===== src/hw/cfg_loader_pkg.sv =====
// constants, state encoding and state record for the configuration word loader
package cfg_loader_pkg;
	// eeprom word byte addresses, read in ascending order
	localparam logic [7:0] EE_CAP     = 8'h0c;
	localparam logic [7:0] EE_MARGIN  = 8'h0e;
	localparam logic [7:0] EE_NOM     = 8'h10;
	localparam logic [7:0] EE_EMPH    = 8'h12;
	localparam logic [7:0] EE_LAT     = 8'h14;
	localparam logic [7:0] EE_PHY4_LO = 8'h16;
	localparam logic [7:0] EE_PHY4_HI = 8'h18;
	localparam logic [7:0] EE_PHY5_LO = 8'h1a;
	localparam logic [7:0] EE_PHY5_HI = 8'h1c;
	localparam logic [7:0] EE_DELTA   = 8'h1e;
	localparam logic [7:0] EE_FTS     = 8'h20;
	localparam logic [7:0] EE_STEP    = 8'h02;
	// bit positions inside the per-port configuration images
	localparam int CC_SURPRISE  = 19;
	localparam int TL_DSEL      = 1;
	localparam int TL_ABORT     = 2;
	localparam int TL_4KB       = 3;
	localparam int TL_GNTIDLE   = 7;
	localparam int TL_VCFLG     = 12;
	localparam int TL_LLC_LSB   = 26;
	localparam int TL_GEN2      = 31;
	localparam int E4_LTR       = 12;
	localparam int E4_OBFF      = 18;
	localparam int DRV_LSB      = 16;
	localparam int HALF_DLT_LSB = 15;
	localparam int DELTA_LSB    = 20;
	localparam int BUF_LSB      = 16;
	// axi4-lite register map and responses
	localparam logic [7:0] REG_CTRL   = 8'h00;
	localparam logic [7:0] REG_STATUS = 8'h04;
	localparam logic [7:0] REG_LAST   = 8'h08;
	localparam logic [1:0] RESP_OKAY  = 2'b00;
	localparam logic [1:0] RESP_SLV   = 2'b10;
	typedef enum logic [2:0] {
		ST_IDLE = 3'b001,
		ST_READ = 3'b010,
		ST_DONE = 3'b100
	} load_st_t;
	typedef struct packed {
		load_st_t    st;
		logic        req;
		logic [7:0]  addr;
		logic [15:0] last;
		logic [31:0] cc;
		logic [31:0] tl;
		logic [31:0] e4;
		logic [31:0] r94;
		logic [31:0] r74;
		logic [31:0] r78;
		logic [31:0] r7c;
		logic [31:0] r90;
		logic [31:0] r84;
		logic [31:0] r88;
		logic [31:0] r98;
		logic [5:0]  intx;
		logic [7:0]  fts;
		logic        awready;
		logic        wready;
		logic [7:0]  awaddr;
		logic [31:0] wdata;
		logic [3:0]  wstrb;
		logic        bvalid;
		logic [1:0]  bresp;
		logic        arready;
		logic        rvalid;
		logic [31:0] rdata;
		logic [1:0]  rresp;
	} loader_state_t;
endpackage


===== src/hw/eeprom_config_word_loader.sv =====
// eeprom configuration word loader with axi4-lite control and status
// Summary of operation
// RULE1: word 0Ch is a capability word copied to all six ports
// RULE2: capability bit 12 loads link capability CCh bit 19, surprise down
// RULE3: capability bit 13 loads 8Ch bit 1, data select read/write
// RULE4: capability bit 14 loads E4h bit 12, LTR enable
// RULE5: capability bit 15 loads 8Ch bit 3, 4KB boundary check
// RULE6: word 0Eh bits 14:0 load three margin drive levels at 94h
// RULE7: word 0Eh bit 15 loads E4h bit 18, OBFF enable
// RULE8: word 10h bits 14:0 load nominal drive levels at 74h 30:16
// RULE9: word 10h bit 15 loads 8Ch bit 31, second gen speed select
// RULE10: word 12h bits 14:0 load post emphasis values at 78h 30:16
// RULE11: word 12h bit 15 loads 3Ch bit 8 on ports 1 to 5 only
// RULE12: word 14h loads transmit latency and receiver detect into 7Ch
// RULE13: word 14h bits 11:7 load half swing delta at 90h 19:15
// RULE14: word 14h bits 12,13,14 load 8Ch bits 2,7,12
// RULE15: words 16h and 18h fill low and high halves of 84h
// RULE16: word 1Ah fills 88h 15:0, word 1Ch low byte fills 88h 23:16
// RULE17: word 1Ch high byte loads reference clock buffer control 98h 23:16
// RULE18: word 1Eh bits 11:0 load six delta fields at 90h 31:20
// RULE19: word 1Eh bits 15:12 load link layer parameter 8Ch 29:26
// RULE20: word 20h low byte loads port 0 fast training count at 78h
// RULE21: words read ascending after reset; ports held until all loaded
// RULE22: eeprom returns each requested word with the documented layout
`timescale 1ns/10ps
module eeprom_config_word_loader
	import cfg_loader_pkg::*;
(
	// clock, reset, enable
	input  wire logic        aclk,
	input  wire logic        aresetn,
	input  wire logic        ce,
	// eeprom word read port
	output logic             ee_rd_req,
	output logic [7:0]       ee_rd_addr,
	input  wire logic        ee_rd_valid,
	input  wire logic [15:0] ee_rd_data,
	// per-port configuration images, shared by ports 0 to 5
	output logic [31:0]      cfg_link_cap_img,
	output logic [31:0]      cfg_tl_ctrl_img,
	output logic [31:0]      cfg_cap_en_img,
	output logic [31:0]      cfg_margin_img,
	output logic [31:0]      cfg_nom_drive_img,
	output logic [31:0]      cfg_emphasis_img,
	output logic [31:0]      cfg_phy_param2_img,
	output logic [31:0]      cfg_phy_param3_img,
	output logic [31:0]      cfg_phy4_img,
	output logic [31:0]      cfg_phy5_img,
	output logic [31:0]      cfg_buffer_img,
	// port specific values
	output logic [5:0]       irq_pin_req,
	output logic [7:0]       port0_fts,
	output logic             cfg_ready,
	// axi4-lite slave
	input  wire logic        awvalid,
	output logic             awready,
	input  wire logic [7:0]  awaddr,
	input  wire logic        wvalid,
	output logic             wready,
	input  wire logic [31:0] wdata,
	input  wire logic [3:0]  wstrb,
	output logic             bvalid,
	input  wire logic        bready,
	output logic [1:0]       bresp,
	input  wire logic        arvalid,
	output logic             arready,
	input  wire logic [7:0]  araddr,
	output logic             rvalid,
	input  wire logic        rready,
	output logic [31:0]      rdata,
	output logic [1:0]       rresp
);

	loader_state_t s;
	loader_state_t s_nxt;
	logic          ld_take;
	logic          busy;

	assign busy    = (s.st == ST_READ);
	assign ld_take = s.req && ee_rd_valid;

	// next state: loader walk, then the bus slave
	always_comb
	begin
		s_nxt = s;
		if (ld_take)
		begin
			s_nxt.last = ee_rd_data;
			case (s.addr)
				EE_CAP:
				begin
					s_nxt.cc[CC_SURPRISE] = ee_rd_data[12]; // RULE1 RULE2
					s_nxt.tl[TL_DSEL]     = ee_rd_data[13]; // RULE3
					s_nxt.e4[E4_LTR]      = ee_rd_data[14]; // RULE4
					s_nxt.tl[TL_4KB]      = ee_rd_data[15]; // RULE5
				end
				EE_MARGIN:
				begin
					s_nxt.r94[14:0]   = ee_rd_data[14:0]; // RULE6
					s_nxt.e4[E4_OBFF] = ee_rd_data[15]; // RULE7
				end
				EE_NOM:
				begin
					s_nxt.r74[DRV_LSB +: 15] = ee_rd_data[14:0]; // RULE8
					s_nxt.tl[TL_GEN2]        = ee_rd_data[15]; // RULE9
				end
				EE_EMPH:
				begin
					s_nxt.r78[DRV_LSB +: 15] = ee_rd_data[14:0]; // RULE10
					// port 0 is upstream and never requests a legacy pin
					s_nxt.intx = {{5{ee_rd_data[15]}}, 1'b0}; // RULE11
				end
				EE_LAT:
				begin
					s_nxt.r7c[6:0]                = ee_rd_data[6:0]; // RULE12
					s_nxt.r90[HALF_DLT_LSB +: 5]  = ee_rd_data[11:7]; // RULE13
					s_nxt.tl[TL_ABORT]            = ee_rd_data[12]; // RULE14
					s_nxt.tl[TL_GNTIDLE]          = ee_rd_data[13]; // RULE14
					s_nxt.tl[TL_VCFLG]            = ee_rd_data[14]; // RULE14
				end
				EE_PHY4_LO:
					s_nxt.r84[15:0] = ee_rd_data; // RULE15
				EE_PHY4_HI:
					s_nxt.r84[31:16] = ee_rd_data; // RULE15
				EE_PHY5_LO:
					s_nxt.r88[15:0] = ee_rd_data; // RULE16
				EE_PHY5_HI:
				begin
					s_nxt.r88[23:16]         = ee_rd_data[7:0]; // RULE16
					s_nxt.r98[BUF_LSB +: 8]  = ee_rd_data[15:8]; // RULE17
				end
				EE_DELTA:
				begin
					s_nxt.r90[DELTA_LSB +: 12] = ee_rd_data[11:0]; // RULE18
					s_nxt.tl[TL_LLC_LSB +: 4]  = ee_rd_data[15:12]; // RULE19
				end
				EE_FTS:
					s_nxt.fts = ee_rd_data[7:0]; // RULE20
				default:
					s_nxt.last = ee_rd_data;
			endcase
			// ascending walk; ports released only after the last word
			if (s.addr == EE_FTS)
			begin
				s_nxt.req = 1'b0; // RULE21
				s_nxt.st  = ST_DONE; // RULE21
			end
			else
				s_nxt.addr = 8'(s.addr + EE_STEP); // RULE21
		end

		// write channel: address and data taken in either order
		if (awvalid && s.awready)
		begin
			s_nxt.awready = 1'b0;
			s_nxt.awaddr  = awaddr;
		end
		if (wvalid && s.wready)
		begin
			s_nxt.wready = 1'b0;
			s_nxt.wdata  = wdata;
			s_nxt.wstrb  = wstrb;
		end
		if (!s.awready && !s.wready && !s.bvalid)
		begin
			s_nxt.bvalid = 1'b1;
			s_nxt.bresp  = RESP_OKAY;
			if (s.awaddr == REG_CTRL)
			begin
				// a reload during a walk would interleave two passes, so it is ignored
				if (s.wstrb[0] && s.wdata[0] && !busy)
				begin
					s_nxt.st   = ST_READ;
					s_nxt.req  = 1'b1;
					s_nxt.addr = EE_CAP;
				end
			end
			else if (s.awaddr == REG_STATUS || s.awaddr == REG_LAST)
				s_nxt.bresp = RESP_OKAY;
			else
				s_nxt.bresp = RESP_SLV;
		end
		if (s.bvalid && bready)
		begin
			s_nxt.bvalid  = 1'b0;
			s_nxt.awready = 1'b1;
			s_nxt.wready  = 1'b1;
		end

		// read channel: one outstanding read, answer one cycle after address
		if (arvalid && s.arready)
		begin
			s_nxt.arready = 1'b0;
			s_nxt.rvalid  = 1'b1;
			s_nxt.rresp   = RESP_OKAY;
			if (araddr == REG_CTRL)
				s_nxt.rdata = 32'h0000_0000;
			else if (araddr == REG_STATUS)
				s_nxt.rdata = {16'h0000, s.addr, 5'h00, s.st};
			else if (araddr == REG_LAST)
				s_nxt.rdata = {16'h0000, s.last};
			else
			begin
				s_nxt.rdata = 32'h0000_0000;
				s_nxt.rresp = RESP_SLV;
			end
		end
		if (s.rvalid && rready)
		begin
			s_nxt.rvalid  = 1'b0;
			s_nxt.arready = 1'b1;
		end
	end

	// state register; the walk starts by itself when reset is released
	always_ff @(posedge aclk)
	begin
		if (!aresetn)
		begin
			s         <= '0;
			s.st      <= ST_READ;
			s.req     <= 1'b1;
			s.addr    <= EE_CAP;
			s.awready <= 1'b1;
			s.wready  <= 1'b1;
			s.arready <= 1'b1;
		end
		else if (ce)
			s <= s_nxt;
	end

	// outputs are taken straight from the state record, except cfg_ready, which is decoded from s.st
	assign ee_rd_req          = s.req;
	assign ee_rd_addr         = s.addr;
	assign cfg_link_cap_img   = s.cc;
	assign cfg_tl_ctrl_img    = s.tl;
	assign cfg_cap_en_img     = s.e4;
	assign cfg_margin_img     = s.r94;
	assign cfg_nom_drive_img  = s.r74;
	assign cfg_emphasis_img   = s.r78;
	assign cfg_phy_param2_img = s.r7c;
	assign cfg_phy_param3_img = s.r90;
	assign cfg_phy4_img       = s.r84;
	assign cfg_phy5_img       = s.r88;
	assign cfg_buffer_img     = s.r98;
	assign irq_pin_req        = s.intx;
	assign port0_fts          = s.fts;
	assign cfg_ready          = (s.st == ST_DONE); // RULE21
	assign awready            = s.awready;
	assign wready             = s.wready;
	assign bvalid             = s.bvalid;
	assign bresp              = s.bresp;
	assign arready            = s.arready;
	assign rvalid             = s.rvalid;
	assign rdata              = s.rdata;
	assign rresp              = s.rresp;
endmodule


===== config.mk =====
export PLATFORM = sky130hd
export DESIGN_NAME = eeprom_config_word_loader
export DESIGN_NICKNAME = d
export VERILOG_FILES = /design/src/hw/cfg_loader_pkg.sv /design/src/hw/eeprom_config_word_loader.sv
export SDC_FILE = /design/constraint.sdc
export NUM_CORES = 1
export LEC_CHECK = 0
export BUFFER_PORTS_ARGS = -buffer_cell sky130_fd_sc_hd__clkbuf_2
export CAP_MARGIN = 0
export CORE_ASPECT_RATIO = 2
export CORE_MARGIN = 2
export CORE_UTILIZATION = 30
export CTS_BUF_LIST = sky130_fd_sc_hd__clkbuf_8
export CTS_CLUSTER_DIAMETER = 120
export DETAILED_ROUTE_END_ITERATION = 10
export GPL_ROUTABILITY_DRIVEN = 0
export PLACE_DENSITY = 0.56
export SLEW_MARGIN = 20
export SYNTH_ARGS = -nofsm -noshare
export SYNTH_HDL_FRONTEND = slang
export SYNTH_SLANG_ARGS = --single-unit

===== constraint.sdc =====
create_clock -name aclk -period 5.37 [get_ports aclk]
set_input_delay 1.611 -clock aclk [delete_from_list [all_inputs] [get_ports aclk]]
set_output_delay 1.611 -clock aclk [all_outputs]
set_load 0.005 [all_outputs]

==> flow_metrics.env <==
export IMPL_synth_cell_area_mm2=0.01113
export IMPL_period_share=0.6414
export IMPL_use_met2=0.2782
export IMPL_grt_pass1_vias=6825
export IMPL_final_common_cell="clkbuf_2"
export IMPL_required_ns=5.75
export IMPL_clk_insertion_delay_late_ns=0.54
export IMPL_synthFlopType="dfxtp_1"
export IMPL_whs_ns=0.4533
export IMPL_grt_max_degree=66
export IMPL_cts_resized=0
export IMPL_clkPwrFrac=0.461
export IMPL_use_met1=0.1427
export IMPL_cts_sinks=215
export IMPL_grt_pass1_wl_mm=41.74
export IMPL_cts_setup_buffers=0
export IMPL_synth_seq_cells=215
export IMPL_drc=48
export IMPL_io_pins=494
export IMPL_drive_gt1_frac=0.2328
export IMPL_area_growth_pct=0.7760
export IMPL_syn_area_per_cell_um2=8.943
export IMPL_clock_path_buffers=3
export IMPL_ys_seq_area_frac=0.3869
export IMPL_path_delay_family="simple AND/OR/NAND/NOR gates"
export IMPL_vias=7342
export IMPL_initial_core_util=0.3045
export IMPL_die_area_mm2=0.03873
export IMPL_finalSetupTns_ns=0
export IMPL_routed_wl_mm=28.84
export IMPL_p_leak_nw=5.814
export IMPL_p_sw_w=0.0008510
export IMPL_die_w_um=140.2
export IMPL_portBuffers=233
export IMPL_ys_types=41
export IMPL_path_cells="clkbuf_2 > nor4b_4 > nand2_1 > or4_1 > mux2i_1"
export IMPL_hp_class="reg2reg"
export IMPL_cts_buffers=35
export IMPL_max_freq_ghz=0.2903
export IMPL_end_kind="flop"
export IMPL_combPwrFrac=0.061
export IMPL_cp_max_fo=17
export IMPL_ys_warnings_count=0
export IMPL_hpwlAfterDp_mm=21.25
export IMPL_ant_nets=0
export IMPL_synth_edf_count=0
export IMPL_routedWlPerCell_um=16.46
export IMPL_slew_limit_headroom=0.2553
export IMPL_nets=1350
export IMPL_p_int_w=0.002556
export IMPL_grt_use_met3=0.02303
export IMPL_htreeDepth=2
export IMPL_most_common_layout_cells="232 x clkbuf_2, 226 x conb_1, 215 x dfxtp_1"
export IMPL_antenna_found_initial=1
export IMPL_grt_ovfl_total=0
export IMPL_timing_critical_path_buf_inv=1
export IMPL_ctsHoldBuffers=0
export IMPL_nFillCells=3848
export IMPL_setup_viol=0
export IMPL_seq_power_share=0.478
export IMPL_num_rows=99
export IMPL_core_mm2=0.03654
export IMPL_failed_checks="design-rule violations"
export IMPL_slowest_stage="or4_1"
export IMPL_switching_share=0.2498
export IMPL_grt_usage=0.1430
export IMPL_clk_pin_slew_ns=0.06
export IMPL_first_iter_violations=297
export IMPL_start_kind="input pin"
export IMPL_hold_viol_final=0
export IMPL_outcome="finished, violations left"
export IMPL_cap_viol_max_count=0
export IMPL_peakVddDrop_uv=147.3
export IMPL_clock_skew_ns=0.01693
export IMPL_ff2ff_setup_slack_ns=2.86
export IMPL_drtPass1Iterations=8
export IMPL_worst_slew_pin_slew_ns=1.117
export IMPL_period_needed_ns=3.444
export IMPL_path_class="in2reg"
export IMPL_drv_slew=0
export IMPL_syn_instance_count=1244
export IMPL_powerDensity_mw_per_mm2=303.9
export IMPL_grt_most_used_layer="met2"
export IMPL_cp_data_arrival_time_ns=3.82
export IMPL_fp_dieH_um=276.3
export IMPL_cts_tree="done"
export IMPL_slowest_delay_ns=1.01
export IMPL_vias_per_cell=4.191
export IMPL_async_flop_share=0
export IMPL_clockRootBuffer="clkbuf_8"
export IMPL_rsz0062_at_grt="no"
==> power by group through the flow <==
stage | combinational [W] | clock, W | sequential (W)
floorplan | 0.000263 | 0 | 0.00166
global placement | 0.000207 | 0 | 0.00166
detailed placement | 0.000208 | 0 | 0.00167
CTS | 0.000208 | 0.00162 | 0.00163
global route | 0.000232 | 0.00168 | 0.00163
finish | 0.000207 | 0.00157 | 0.00163
==> kinds of logic after synthesis <==
family	Yosys count	synth area share
XOR/XNOR	4	0.003149
flip-flops	215	0.3869
buffers and inverters	481	0.3031
AND/OR/NAND/NOR	316	0.1228
adder cells (fa/ha/maj)	1	0.001124
AO/OA/AOI/OAI	61	0.03419
other	1	0.0003371
multiplexers	165	0.1484
==> flip-flops by register name (all words and copies together), names as in the netlist, 15 cells and up <==
signal / flops
cfg_emphasis_img: 15
cfg_nom_drive_img: 15
cfg_phy4_img: 32
cfg_phy_param3_img: 17
cfg_phy5_img: 24
cfg_margin_img: 15
rdata: 16
s: 29
==> worst reg2reg max path: stages, from the launching register on <==
cell and delay [ns]:
dfxtp_1 0.40, nor4b_4 0.47, nand2_1 0.19, or4_1 1.01, mux2i_1 0.28
==> final timing paths <==
path | startpoint | cells after the start | end
hold reg to reg | cfg_emphasis_img[21] | 2 | cfg_emphasis_img[21]
hold / removal | cfg_emphasis_img[21] | 2 | cfg_emphasis_img[21]
setup / recovery | ce | 5 | cfg_nom_drive_img[29]
setup reg to reg | ee_rd_addr[7] | 4 | cfg_nom_drive_img[29]
==> layer usage <==
metal / up-vias / part of all wire
met1: 3408 / 0.35
met4: 0 / 0.048
met5: - / 0
met3: 76 / 0.058
li1: 3462 / -
met2: 396 / 0.54
==> per-stage QoR <==
stage               area [µm²]  total power [W]  utilization  setup slack [ns]  std cells
detailed placement       10450         0.001874       0.2859             1.352       1689
floorplan                11970         0.001921            -             2.147       1469
finish                   11210         0.003407       0.3068             1.926       1752
global placement         10450         0.001871       0.2859             1.384       1689
CTS                      11210         0.003458       0.3068             1.934       1751
global route             11210         0.003543       0.3068             1.827       1752
==> area by class of cell <==
type / count / area [µm²] / share of cell area
multi-input combinational: 773 / 4307 / 0.3841
antenna: 1 / 2.502 / 0.0002232
inverter: 2 / 10.01 / 0.0008928
clock buffer: 41 / 564.3 / 0.05033
tap: 454 / 568.0 / 0.05066
sequential: 215 / 4304 / 0.3839
timing repair buffer: 245 / 1259 / 0.1123
clock inverter: 21 / 197.7 / 0.01763
==> cell usage after synthesis, types with 4 or more instances <==
| cell | count | area share |
|---|---|---|
| nor4_1 | 4 | 0.0022 |
| o21ai_0 | 6 | 0.0027 |
| nand2_1 | 142 | 0.048 |
| and2_1 | 4 | 0.0022 |
| or3_1 | 11 | 0.0062 |
| nand3_1 | 11 | 0.0049 |
| dfxtp_1 | 215 | 0.39 |
| a22oi_1 | 16 | 0.011 |
| nor2b_1 | 5 | 0.0028 |
| clkbuf_1 | 51 | 0.017 |
| nand4_1 | 7 | 0.0039 |
| buf_4 | 411 | 0.28 |
| buf_2 | 13 | 0.0058 |
| nor2_1 | 112 | 0.038 |
| mux2i_1 | 165 | 0.15 |
| and3_1 | 5 | 0.0028 |
| a21oi_1 | 27 | 0.012 |
Power figures use the tool's default switching activity.
